===== src/include/signal_mixer_pkg.sv =====
// Purpose: shared constants and carriers for the signal mixer
// Assumes: source codes are fixed for this design
// Notes: unused select codes fall back to a constant low
package signal_mixer_pkg;

    // ****************************************
    // modulator source codes
    // ****************************************
    localparam logic [3:0] MOD_SW_BIT = 4'h0;
    localparam logic [3:0] MOD_EXT_PIN = 4'h1;
    localparam logic [3:0] MOD_CCP_A = 4'h2;
    localparam logic [3:0] MOD_CCP_B = 4'h3;
    localparam logic [3:0] MOD_CCP_C = 4'h4;
    localparam logic [3:0] MOD_CCP_D = 4'h5;
    localparam logic [3:0] MOD_COMP_A = 4'h6;
    localparam logic [3:0] MOD_COMP_B = 4'h7;
    localparam logic [3:0] MOD_UART_TX = 4'h8;
    localparam logic [3:0] MOD_SERIAL_A = 4'h9;
    localparam logic [3:0] MOD_SERIAL_B = 4'hA;

    // ****************************************
    // carrier source codes
    // ****************************************
    localparam logic [3:0] CAR_VSS = 4'h0;
    localparam logic [3:0] CAR_EXT_A = 4'h1;
    localparam logic [3:0] CAR_EXT_B = 4'h2;
    localparam logic [3:0] CAR_REF_CLK = 4'h3;
    localparam logic [3:0] CAR_CCP_A = 4'h4;
    localparam logic [3:0] CAR_CCP_B = 4'h5;
    localparam logic [3:0] CAR_CCP_C = 4'h6;
    localparam logic [3:0] CAR_CCP_D = 4'h7;

    // ****************************************
    // reset values and sizes
    // ****************************************
    localparam int PIN_COUNT = 3;
    localparam int SYNC_STAGES = 2;
    localparam logic [2:0] PIN_SYNC_RST = 3'h0;
    localparam logic OUT_PIN_RST = 1'h0;

    typedef enum logic
    {
        ACT_LO = 1'b0,
        ACT_HI = 1'b1
    } active_carrier_e;

    typedef struct packed
    {
        logic mixer_on_ctl;
        logic out_pin_gate;
        logic output_invert;
        logic sw_modulator_value;
        logic [3:0] mod_source_sel;
        logic [3:0] hi_carrier_sel;
        logic [3:0] lo_carrier_sel;
        logic hi_carrier_sync;
        logic lo_carrier_sync;
        logic hi_carrier_invert;
        logic lo_carrier_invert;
    } mixer_cfg_s;

    typedef struct packed
    {
        logic [3:0] capture_compare;
        logic serial_out_a;
        logic serial_out_b;
        logic spi_mode_a;
        logic spi_mode_b;
        logic comparator_a;
        logic comparator_b;
        logic uart_tx;
        logic ref_clock;
    } periph_src_s;

endpackage


===== src/core/signal_mixer.sv =====
// Purpose: data signal modulator mixing a modulator with two carriers
// Assumes: peripheral sources share the clock; pins are asynchronous
// Notes: control bits are plain ports held by the owning register file
//
// Overview of operation
// Output is the active carrier gated by the modulator, driven to pin.
// Modulator high selects carrier high; modulator low selects carrier low.
// Block is active only while the enable bit is set.
// Disabled block forces both carriers to the ground source.
// Disabled block takes the modulator from the software bit.
// Disabling keeps stored source selections; enabling routes them again.
// Output gate clear holds the pin low while mixing continues.
// Four-bit modulator select picks one of eleven sources.
// Serial data sources count only while their port is in SPI mode.
// Four-bit carrier-high select picks one of eight sources.
// Carrier-low select picks from the same eight, independently.
// With sync, the outgoing carrier pulse finishes low before switching.
// Each carrier has its own sync enable, applying only to it.
// Each carrier input has its own polarity inversion bit.
// Output polarity bit inverts the signal driven to the pin.
// Reset disables the block and clears its state.
// Block keeps running in sleep while its sources run.
// Outgoing carrier already low means an immediate switch.
// Carrier inversion precedes mixing; output gate follows polarity.
`timescale 1ns/1ps

module signal_mixer
    import signal_mixer_pkg::*;
(
    input wire logic clock,
    input wire logic rst_n,
    input wire signal_mixer_pkg::mixer_cfg_s cfg,
    input wire signal_mixer_pkg::periph_src_s periph,
    input wire logic ext_modulator_pin,
    input wire logic ext_carrier_pin_a,
    input wire logic ext_carrier_pin_b,
    output logic modulated_out_pin,
    output logic mix_value
);
    import signal_mixer_pkg::*;

    // ****************************************
    // pin synchronisers
    // ****************************************
    logic [PIN_COUNT-1:0] pin_raw;
    logic [PIN_COUNT-1:0] pin_meta_q;
    logic [PIN_COUNT-1:0] pin_meta_d;
    logic [PIN_COUNT-1:0] pin_sync_q;
    logic [PIN_COUNT-1:0] pin_sync_d;

    assign pin_raw = {ext_carrier_pin_b, ext_carrier_pin_a,
                      ext_modulator_pin};

    genvar gi;
    generate
        for (gi = 0; gi < PIN_COUNT; gi++)
        begin : g_pin
            always_comb
            begin
                pin_meta_d[gi] = pin_raw[gi];
                pin_sync_d[gi] = pin_meta_q[gi];
            end
        end
    endgenerate

    always_ff @(posedge clock)
    begin
        if (!rst_n)
        begin
            pin_meta_q <= PIN_SYNC_RST;
            pin_sync_q <= PIN_SYNC_RST;
        end
        else
        begin
            pin_meta_q <= pin_meta_d;
            pin_sync_q <= pin_sync_d;
        end
    end

    // ****************************************
    // source selection
    // ****************************************
    logic mod_sel;
    logic mod_c;
    logic hi_raw;
    logic lo_raw;
    logic hi_car;
    logic lo_car;

    function automatic logic pick_carrier(input logic [3:0] sel,
                                          input periph_src_s p,
                                          input logic [PIN_COUNT-1:0] pins);
        logic r;
        r = 1'b0;
        case (sel)
            CAR_EXT_A: r = pins[1];
            CAR_EXT_B: r = pins[2];
            CAR_REF_CLK: r = p.ref_clock;
            CAR_CCP_A: r = p.capture_compare[0];
            CAR_CCP_B: r = p.capture_compare[1];
            CAR_CCP_C: r = p.capture_compare[2];
            CAR_CCP_D: r = p.capture_compare[3];
            default: r = 1'b0;
        endcase
        return r;
    endfunction

    always_comb
    begin

        case (cfg.mod_source_sel)
            MOD_SW_BIT: mod_sel = cfg.sw_modulator_value;
            MOD_EXT_PIN: mod_sel = pin_sync_q[0];
            MOD_CCP_A: mod_sel = periph.capture_compare[0];
            MOD_CCP_B: mod_sel = periph.capture_compare[1];
            MOD_CCP_C: mod_sel = periph.capture_compare[2];
            MOD_CCP_D: mod_sel = periph.capture_compare[3];
            MOD_COMP_A: mod_sel = periph.comparator_a;
            MOD_COMP_B: mod_sel = periph.comparator_b;
            MOD_UART_TX: mod_sel = periph.uart_tx;
            MOD_SERIAL_A: mod_sel = periph.serial_out_a
                                    & periph.spi_mode_a;
            MOD_SERIAL_B: mod_sel = periph.serial_out_b
                                    & periph.spi_mode_b;
            default: mod_sel = 1'b0;
        endcase
        // selections stay on the ports; disable only overrides the mux

        mod_c = cfg.mixer_on_ctl ? mod_sel : cfg.sw_modulator_value;

        hi_raw = cfg.mixer_on_ctl
            ? pick_carrier(cfg.hi_carrier_sel, periph, pin_sync_q) : 1'b0;
        lo_raw = cfg.mixer_on_ctl
            ? pick_carrier(cfg.lo_carrier_sel, periph, pin_sync_q) : 1'b0;

        hi_car = hi_raw ^ cfg.hi_carrier_invert;
        lo_car = lo_raw ^ cfg.lo_carrier_invert;
    end

    // ****************************************
    // active carrier and synchronisation
    // ****************************************
    active_carrier_e act_q;
    active_carrier_e act_d;
    logic mix_c;
    logic pin_d;
    logic pin_q;
    logic mix_q;

    always_comb
    begin
        act_d = act_q;
        case (act_q)
            ACT_HI:
            begin
                // hold a high pulse until it falls, else switch now
                if (!mod_c && !(cfg.hi_carrier_sync && hi_car))
                begin
                    act_d = ACT_LO;
                end
            end
            ACT_LO:
            begin
                if (mod_c && !(cfg.lo_carrier_sync && lo_car))
                begin
                    act_d = ACT_HI;
                end
            end
            default: act_d = ACT_LO;
        endcase
        mix_c = (act_d == ACT_HI) ? hi_car : lo_car;
        // gate after polarity so a closed gate always reads low
        pin_d = cfg.out_pin_gate & (mix_c ^ cfg.output_invert);
    end

    // no clock gating here, so sleep does not stop the mixer
    always_ff @(posedge clock)
    begin
        if (!rst_n)
        begin
            act_q <= ACT_LO;
            pin_q <= OUT_PIN_RST;
            mix_q <= OUT_PIN_RST;
        end
        else
        begin
            act_q <= act_d;
            pin_q <= pin_d;
            mix_q <= mix_c;
        end
    end

    assign modulated_out_pin = pin_q;
    assign mix_value = mix_q;
endmodule


===== config.mk =====
export PLATFORM = sky130hd
export DESIGN_NAME = signal_mixer
export DESIGN_NICKNAME = d
export VERILOG_FILES = /design/src/include/signal_mixer_pkg.sv /design/src/core/signal_mixer.sv
export SDC_FILE = /design/constraint.sdc
export NUM_CORES = 1
export LEC_CHECK = 0
export BUFFER_PORTS_ARGS = -buffer_cell sky130_fd_sc_hd__buf_2
export CORE_MARGIN = 3
export CORE_UTILIZATION = 44
export DETAILED_ROUTE_END_ITERATION = 16
export GPL_ROUTABILITY_DRIVEN = 0
export GPL_TIMING_DRIVEN = 0
export PLACE_DENSITY = 0.82
export RECOVER_POWER = 100
export SLEW_MARGIN = 0
export SYNTH_ARGS = -nofsm -noshare
export SYNTH_HDL_FRONTEND = slang
export SYNTH_SLANG_ARGS = --single-unit

===== constraint.sdc =====
create_clock -name clock -period 4.7 [get_ports clock]
set_input_delay 0.94 -clock clock [delete_from_list [all_inputs] [get_ports clock]]
set_output_delay 0.94 -clock clock [all_outputs]
set_load 0.01 [all_outputs]

==> out/metrics.yaml, run 1 <==
outcome:
  status: "complete, no violations"
timing:
  setup_tns_ns: 0
  maxSlewHeadroom_pct: 76.7
  min_period_ns: 2.52
  fin_worst_skew_ns: 0.00237
  maxSlewViolCount: 0
  fmax_mhz: 397
  setup_viol: 0
  rsz0062_at_grt: "no"
  hold_violations: 0
  whs_ns: 0.430
  fin_crit_sh_pct: 53.6
  worst-slew-pin-transition_ns: 0.346
cells_and_area:
  syn_to_final_growth_pct: 32.7
  drive_gt1_share_pct: 44.1
  nFillCells: 102
  final_util_pct: 68.1
  final_nets: 140
  final_area_sq_um: 828
  antennaDiodeCount: 0
global_route:
  grtUsageMet3_pct: 2.49
  grt_pass1_vias: 641
  met1_usage_pct: 18.0
  antenna_found_initial: 0
  grt_max_degree: 10
  grt_use_met2_pct: 32.6
  grt_pass1_wl_mm: 2.49
  top_usage_layer: "met2"
  grt_usage_pct: 16.8
  overflow: 0
worst_setup_path:
  reg2regPathDepth: 7
  cp_cell_sequence: "buf_2, mux4_2, nor2b_1, nor4b_1, xor2_1, a21boi_0, o21ai_0, and4b_1"
  slowest_delay_ns: 0.35
  cp-start-kind: "primary input"
  worstReg2RegEnd: "modulated_out_pin"
  crit_slowest_cell: "a21boi_0"
  r2r_setup_slack_ns: 2.74
  crit_path_max_fanout: 3
  arrival_ns: 2.66
  worst-setup-path-type: "primary input to flip-flop"
  required_ns: 4.84
  r2r-start: "pin_sync_q[2]"
  end_kind: "flip-flop"
placed_design:
  place_hpwl_mm: 1.27
  place_area_sq_um: 822
  port-buffer-count: 36
synth:
  yosys-top-cells-area: "dfxtp_1 (29%), mux4_2 (7.2%), and2_1 (6.0%), nand4b_1 (5.6%), mux2i_1 (4.8%)"
  yosys.area.top_type: "dfxtp_1"
  synth_most_common_cell: "dfxtp_1"
  ys_ff_latch: 9
  synth_warnings: 0
  yosysTopAreaCellShare_pct: 28.9
  syn_nets: 99
  synth_flop_cell: "dfxtp_1"
  syn_area_sq_um: 624
  synth_common_cells: "dfxtp_1 (9), and2_1 (6), nand4b_1 (4), o21ai_0 (4)"
  yosys.cell_types.count: 34
  synth-edff-count: 0
  synth_area_per_cell_sq_um: 10.1
  synth.yosys.seq_area_share_pct: 28.9
  synth_async_sr_flop_share_pct: 0
  synth_cells: 62
die:
  core-area_sq_um: 1220
  design.die.area_sq_um: 1910
  fp.dieW_um: 43.7
  start_util_pct: 51.3
  die_h_um: 43.7
  rows: 12
  io_pins: 39
power_and_ir_drop:
  powerDensity_nw_per_um2: 230
  p_total_uw: 190
  vdd.ir_drop.worst_uv: 222
  p_leak_nw: 0.368
clocking:
  ctsHtreeMaxLevel: 1
  ctsRootBufferMaster: "clkbuf_4"
  cts_made_buffers: 3
  cts_sinks: 9
  cts_setup_buffers: 0
  clockBufferDepth: 2
  clk_pin_slew_ns: 0.05
  ctsResizeCount: 0
  clk_latency_ns: 0.25
  cts_hold_buf: 0
  cts_tree: "built"
route:
  drcViolationCount: 0
  firstDrtPassIters: 4
  wirelength_mm: 1.50
  viasPerCell: 5.63
  avgRoutedWirePerCell_um: 12.9
  num_vias: 653
  drt_iter0_markers: 7
  ant_nets: 0
hold_path:
  hp-class: "flip-flop to flip-flop"
  hold_end: "pin_sync_q[1]"
  worstHoldStart: "pin_meta_q[1]"
  worstHoldPathCells: 1
run:
  maxCapViolations: 0
==> where the power goes <==
| part | switching (mW) | internal, mW | leakage (nW) |
|---|---|---|---|
| Clock | 0.0223 | 0.0324 | 0.0150 |
| Combinational | 0.0235 | 0.0289 | 0.279 |
| Sequential | 0.00177 | 0.0812 | 0.0746 |
==> sequential cells by signal (all words and copies together), names as in the netlist <==
| signal | count |
|---|---|
| modulated_out_pin | 1 |
| pin_meta_q | 3 |
| pin_sync_q | 3 |
| act_q | 1 |
| mix_value | 1 |
==> metrics by stage <==
stage | instances | setup slack [ns]
floorplan | 62 | 2.27
global placement | 112 | 2.07
detailed placement | 112 | 2.02
CTS | 116 | 2.28
global route | 116 | 1.99
finish | 116 | 2.18
==> layer usage <==
layer / wire [um] / part of all wire, %
met4: 17 / 1.1
met1: 575 / 38
met3: 127 / 8.5
met2: 778 / 52
met5: 0 / 0
==> worst max-delay path: cells and delay by family <==
family                 cells  cell delay [ns]
buffers and inverters      1             0.12
AND/OR/NAND/NOR            3             0.59
XOR/XNOR                   1             0.21
AO/OA/AOI/OAI              2             0.47
multiplexers               1             0.33
==> cells by family (layout without fill, tap and decap cells) <==
group | count (synthesis) | after routing | synth area share [%]
xor+xnor | 2 | 2 | 2.81
buf+inv | 2 | 42 | 3.01
simple gates | 30 | 30 | 35.5
flops | 9 | 9 | 28.9
mux | 7 | 7 | 15.6
compound gates | 12 | 12 | 14.2
==> cells in the final DEF (no fill, tap or decap), types with 4 or more instances in the layout <==
cell type | synthesis | final
dfxtp_1 | 9 | 9
nand4b_1 | 4 | 4
clkbuf_1 | 0 | 4
buf_2 | 0 | 33
o21ai_0 | 4 | 4
==> cell type report <==
type                    count  area (sq um)  area share, %
plain buffers               2          18.8           2.27
multi-input cells          51           409           49.4
clock buffers               4          26.3           3.17
well taps                  14          17.5           2.11
flip-flops and latches      9           180           21.8
repair buffers             36           176           21.3
==> worst max path at each step <==
| stage | slack [ns] | cells past startpoint | from | end |
|---|---|---|---|---|
| 6_report | 2.18 | 8 | cfg[8] | modulated_out_pin |
| 3_3_place_gp | 2.07 | 8 | cfg[6] | modulated_out_pin |
| 2_1_floorplan | 2.27 | 8 | cfg[12] | modulated_out_pin |
| 3_5_place_dp | 2.02 | 8 | cfg[6] | modulated_out_pin |
| 5_1_grt | 1.99 | 8 | cfg[8] | modulated_out_pin |
| 4_1_cts | 2.28 | 8 | cfg[6] | modulated_out_pin |
Note: power is estimated with default switching activity, not from simulation.
==> inputs of run 2 (changes only) <==
--- a/config.mk
+++ b/config.mk
@@ -7,11 +7,11 @@
 export LEC_CHECK = 0
 export BUFFER_PORTS_ARGS = -buffer_cell sky130_fd_sc_hd__buf_2
 export CORE_MARGIN = 3
-export CORE_UTILIZATION = 44
+export CORE_UTILIZATION = 37
 export DETAILED_ROUTE_END_ITERATION = 16
 export GPL_ROUTABILITY_DRIVEN = 0
 export GPL_TIMING_DRIVEN = 0
-export PLACE_DENSITY = 0.82
+export PLACE_DENSITY = 0.74
 export RECOVER_POWER = 100
 export SLEW_MARGIN = 0
 export SYNTH_ARGS = -nofsm -noshare
==> constraint.sdc (replaced) <==
create_clock -name clock -period 2 [get_ports clock]
set_input_delay 0.4 -clock clock [delete_from_list [all_inputs] [get_ports clock]]
set_output_delay 0.4 -clock clock [all_outputs]
set_load 0.01 [all_outputs]
==> run 2 against run 1 <==
Largest power group unchanged. Clock power up 150%. Clock-buffer cell count unchanged. First-iteration DRC count up 100%. Power up 140%. Largest cell class unchanged. Combinational power up 140%. Highest routed layer unchanged.
==> out/metrics.yaml, run 2 (synthesis gave the netlist of run 1 again) <==
die:
  design.die.area_sq_um: 2220  # +16%
  fp.dieW_um: 47.1  # +7.8%
  start_util_pct: 40.5  # -11 points
  rows: 14  # +2
  io_pins: 39  # unchanged
  die_h_um: 47.1  # +7.8%
  core-area_sq_um: 1540  # +27%
cells_and_area:
  antennaDiodeCount: 0  # unchanged
  syn_to_final_growth_pct: 34.7
  reg_top3: "pin_meta_q: 3 flops, pin_sync_q: 3 flops"
  final_common_cell: "buf_2"
  final_nets: 140  # unchanged
  final_cell_mix: "buf_2 (33), dfxtp_1 (9)"
  drive_gt1_share_pct: 46.1  # +2.0 points
  final_util_pct: 54.5  # -14 points
  nFillCells: 150  # +47%
timing:
  fin_worst_skew_ns: 0.00286  # +0.000494 ns
  worst-slew-pin-transition_ns: 0.368  # +0.0214 ns
  maxSlewViolCount: 0  # unchanged
  rsz0062_at_grt: "no"
  layout_setup_ws_ns: 0.153  # -2.03 ns
  setup_viol: 0  # unchanged
  fmax_mhz: 541
  hold_violations: 0  # unchanged
  maxSlewHeadroom_pct: 75.3  # -1.4 points
  min_period_ns: 1.85
  fin_crit_sh_pct: 92.4
  whs_ns: 0.347  # -0.0827 ns
clocking:
  cts_sinks: 9  # unchanged
  ctsHtreeMaxLevel: 1  # unchanged
  clockBufferDepth: 2  # unchanged
  clk_latency_ns: 0.26  # about the same
  cts_hold_buf: 0  # unchanged
  cts_made_buffers: 3  # unchanged
  ctsRootBufferMaster: "clkbuf_4"
  cts_setup_buffers: 0  # unchanged
  cts_tree: "built"
  ctsResizeCount: 0  # unchanged
  clk_pin_slew_ns: 0.06  # about the same
global_route:
  antenna_found_initial: 0  # unchanged
  top_usage_layer: "met2"
  overflow: 0  # unchanged
  grt_use_met2_pct: 22.2  # -10 points
  grt_pass1_vias: 540  # -16%
  grtUsageMet3_pct: 2.30  # -0.19 points
  grt_max_degree: 10  # unchanged
  grt_usage_pct: 13.9  # -2.9 points
  met1_usage_pct: 16.6  # -1.4 points
  grt_pass1_wl_mm: 2.09  # -16%
route:
  num_vias: 636  # -2.6%
  ant_nets: 0  # unchanged
  viasPerCell: 5.39  # -4.3%
  firstDrtPassIters: 4  # unchanged
  avgRoutedWirePerCell_um: 12.6  # -2.7%
  drt_iter0_markers: 14  # +7
  wirelength_mm: 1.48  # -1.0%
  drcViolationCount: 0  # unchanged
worst_setup_path:
  r2r_setup_slack_ns: 0.15  # -2.59 ns
  end_kind: "flip-flop"
  worst-setup-path-type: "flip-flop to flip-flop"
  arrival_ns: 2.00  # -0.66 ns
  required_ns: 2.15  # -2.69 ns
  cp-start-kind: "flip-flop"
  crit_path_max_fanout: 3  # unchanged
placed_design:
  pre_cts_slack_ns: -0.160  # -2.18 ns
  place_hpwl_mm: 1.20  # -5.6%
  port-buffer-count: 36  # unchanged
power_and_ir_drop:
  p_leak_nw: 0.371  # +0.84%
  powerDensity_nw_per_um2: 543  # +140%
  vdd.ir_drop.worst_uv: 360  # +62%
outcome:
  status: "complete, no violations"
run:
  maxCapViolations: 0  # unchanged
hold_path:
  hp-class: "primary input to flip-flop"
-- run 2: cell counts in the layout (fill, tap and decap cells not counted) --
Identical to the previous run, type by type.
-- run 2: worst paths after layout --
path,endpoint,cells past startpoint,startpoint
max,modulated_out_pin,7,pin_sync_q[1]
min,pin_meta_q[0],2,ext_modulator_pin
max reg2reg,modulated_out_pin,7,pin_sync_q[1]
min reg2reg,pin_sync_q[1],1,pin_meta_q[1]
-- run 2: cell type report --
class                      count  area (sq um)  share of cell area [%]
tap                           16          20.0                    2.38
timing repair buffer          36           176                    21.0
clock buffer                   4          26.3                    3.13
sequential                     9           180                    21.4
buffer                         2          18.8                    2.23
multi-input combinational     51           419                    49.9
-- run 2: through the flow --
step	power [mW]	std cells	TNS, ns	area, sq um
5_1_grt	0.487	118	0	841
3_3_place_gp	0.323	114	-0.0971	825
4_1_cts	0.472	118	0	851
2_1_floorplan	0.270	62	0	624
3_5_place_dp	0.327	114	-0.160	825
6_report	0.457	118	0	841
-- run 2: layer usage --
| layer | share of wire, % | wire length, um |
|---|---|---|
| met5 | 0 | 0 |
| met4 | 0.81 | 12 |
| met3 | 11 | 168 |
| met2 | 45 | 664 |
| met1 | 43 | 638 |
-- run 2: power breakdown --
group	internal, mW	leakage [nW]	switching [mW]	total (mW)
clock network	0.0766	0.0150	0.0592	0.136
registers	0.191	0.0746	0.00356	0.194
logic	0.0699	0.282	0.0570	0.127
-- run 2: worst max-delay path, stage by stage, from the launching register on --
cell	delay, ns
dfxtp_1	0.31
mux4_2	0.47
nor2b_2	0.11
nor4b_1	0.06
xnor2_1	0.33
a21oi_2	0.08
nor3_1	0.18
and4b_1	0.20
==> inputs of run 3 (changes only) <==
--- a/config.mk
+++ b/config.mk
@@ -6,12 +6,14 @@
 export NUM_CORES = 1
 export LEC_CHECK = 0
 export BUFFER_PORTS_ARGS = -buffer_cell sky130_fd_sc_hd__buf_2
+export CELL_PAD_IN_SITES_DETAIL_PLACEMENT = 0
+export CELL_PAD_IN_SITES_GLOBAL_PLACEMENT = 2
 export CORE_MARGIN = 3
-export CORE_UTILIZATION = 37
+export CORE_UTILIZATION = 20
 export DETAILED_ROUTE_END_ITERATION = 16
 export GPL_ROUTABILITY_DRIVEN = 0
 export GPL_TIMING_DRIVEN = 0
-export PLACE_DENSITY = 0.74
+export PLACE_DENSITY_LB_ADDON = 0.1
 export RECOVER_POWER = 100
 export SLEW_MARGIN = 0
 export SYNTH_ARGS = -nofsm -noshare
==> run 3 against run 2 <==
Power grew 0.16%. Critical path depth grew 1. Highest routed layer unchanged. Non-clock buffer count unchanged. Maximum frequency decreased by 1.3%. Setup slack got worse by 0.024 ns. Utilization shrank 24 points. Clock skew about the same. Worst hold slack gained 0.0014 ns.
==> out/metrics.yaml, run 3 (synthesis gave the netlist of run 1 again) <==
cells_and_area:
  syn_to_final_growth_pct: 38.7
  final_cell_mix: "buf_2 (33), dfxtp_1 (9)"
  reg_top3: "pin_meta_q: 3 flops, pin_sync_q: 3 flops"
  final_common_cell: "buf_2"
  nFillCells: 314  # +110%
  final_nets: 140  # unchanged
  antennaDiodeCount: 0  # unchanged
  drive_gt1_share_pct: 47.1  # +0.98 points
  final_area_sq_um: 866  # +3.0%
power_and_ir_drop:
  p_leak_nw: 0.371  # about the same
  vdd.ir_drop.worst_uv: 240  # -33%
  powerDensity_nw_per_um2: 528  # -2.7%
route:
  drcViolationCount: 0  # unchanged
  ant_nets: 0  # unchanged
  drt_iter0_markers: 7  # -7
  viasPerCell: 4.71  # -13%
  wirelength_mm: 1.69  # +14%
  num_vias: 626  # -1.6%
  avgRoutedWirePerCell_um: 12.7  # +0.86%
  firstDrtPassIters: 4  # unchanged
timing:
  maxSlewHeadroom_pct: 77.8  # +2.5 points
  rsz0062_at_grt: "no"
  min_period_ns: 1.87  # +0.0240 ns
  worst-slew-pin-transition_ns: 0.330  # -0.0377 ns
  hold_violations: 0  # unchanged
  fin_crit_sh_pct: 93.6  # +1.2 points
  setup_viol: 0  # unchanged
  fin_worst_skew_ns: 0.00308  # +0.000222 ns
  whs_ns: 0.349  # +0.00143 ns
  fmax_mhz: 534  # -1.3%
  maxSlewViolCount: 0  # unchanged
global_route:
  grt_max_degree: 10  # unchanged
  grt_usage_pct: 9.08  # -4.8 points
  overflow: 0  # unchanged
  grt_pass1_wl_mm: 2.51  # +20%
  grt_pass1_vias: 601  # +11%
  antenna_found_initial: 0  # unchanged
clocking:
  ctsHtreeMaxLevel: 1  # unchanged
  clk_pin_slew_ns: 0.06  # about the same
  cts_setup_buffers: 0  # unchanged
  cts_made_buffers: 3  # unchanged
  cts_sinks: 9  # unchanged
  cts_tree: "built"
  clk_latency_ns: 0.25  # about the same
  cts_hold_buf: 0  # unchanged
  clockBufferDepth: 2  # unchanged
  ctsRootBufferMaster: "clkbuf_4"
  ctsResizeCount: 0  # unchanged
placed_design:
  place_hpwl_mm: 1.38  # +15%
  place_area_sq_um: 843  # +2.3%
  port-buffer-count: 36  # unchanged
hold_path:
  hp-class: "primary input to flip-flop"
  worstHoldStart: "ext_modulator_pin"
  worstHoldPathCells: 2  # unchanged
  hold_end: "pin_meta_q[0]"
die:
  start_util_pct: 21.9  # -19 points
  fp.dieW_um: 61.9  # +31%
  design.die.area_sq_um: 3830  # +73%
  core-area_sq_um: 2850  # +85%
  rows: 19  # +5
  io_pins: 39  # unchanged
  die_h_um: 61.9  # +31%
worst_setup_path:
  cp-start-kind: "primary input"
  worstReg2RegEnd: "modulated_out_pin"
  reg2regPathDepth: 7  # unchanged
  required_ns: 2.15  # about the same
  critical_path.top_delay_family: "simple AND/OR/NAND/NOR gates"
  worst-setup-path-type: "primary input to flip-flop"
  end_kind: "flip-flop"
  r2r_setup_slack_ns: 0.13  # -0.02 ns
  r2r-start: "pin_sync_q[1]"
  slowest_delay_ns: 0.33  # -0.14 ns
  cp_cell_sequence: "buf_2, mux2_2, a221oi_1, nor4b_2, xnor2_1, a21boi_2, nor3_1, and4b_1"
  path_buf_inv: 1  # +1
  arrival_ns: 2.02  # +0.02 ns
  crit_path_max_fanout: 3  # unchanged
  crit_slowest_cell: "mux2_2"
outcome:
  status: "complete, no violations"
run:
  maxCapViolations: 0  # unchanged
-- run 3: worst max-delay path by stage --
stage / startpoint / endpoint / slack (ns) / depth (start not counted)
floorplan: cfg[12] / modulated_out_pin / 0.11 / 8
CTS: pin_sync_q[2] / modulated_out_pin / 0.11 / 7
global placement: cfg[6] / modulated_out_pin / -0.14 / 8
global route: pin_sync_q[2] / modulated_out_pin / 0.03 / 7
detailed placement: cfg[6] / modulated_out_pin / -0.13 / 8
finish: cfg[6] / modulated_out_pin / 0.13 / 8
-- run 3: layout make-up --
type / instances / area [sq um] / area share, %
multi-input cells: 51 / 425 / 49.1
flip-flops and latches: 9 / 180 / 20.8
repair buffers: 36 / 176 / 20.4
well taps: 31 / 38.8 / 4.48
clock buffers: 4 / 26.3 / 3.03
plain buffers: 2 / 18.8 / 2.17
-- run 3: per-stage QoR --
stage / TNS (ns) / util (%) / total power [mW] / setup slack (ns) / cells
finish: 0 / 30.4 / 0.458 / 0.129 / 133
global route: 0 / 30.4 / 0.491 / 0.0281 / 133
CTS: 0 / 30.5 / 0.474 / 0.113 / 133
detailed placement: -0.130 / 29.6 / 0.329 / -0.130 / 129
global placement: -0.145 / 29.6 / 0.329 / -0.145 / 129
floorplan: 0 / - / 0.270 / 0.109 / 62
-- run 3: per-layer routing --
| layer | track usage (%) | share of wire, % | vias to the layer above |
|---|---|---|---|
| li1 | - | - | 321 |
| met5 | 0 | 0 | - |
| met4 | 5.45 | 1.1 | 0 |
| met1 | 11.6 | 48 | 275 |
| met3 | 1.45 | 7.8 | 2 |
| met2 | 14.3 | 43 | 28 |
-- run 3: where the power goes --
part	internal (mW)	leakage [nW]	total (mW)	switching [mW]
Sequential	0.191	0.0746	0.194	0.00359
Clock	0.0766	0.0150	0.135	0.0587
Combinational	0.0702	0.282	0.128	0.0579
Total	0.337	0.371	0.458	0.120
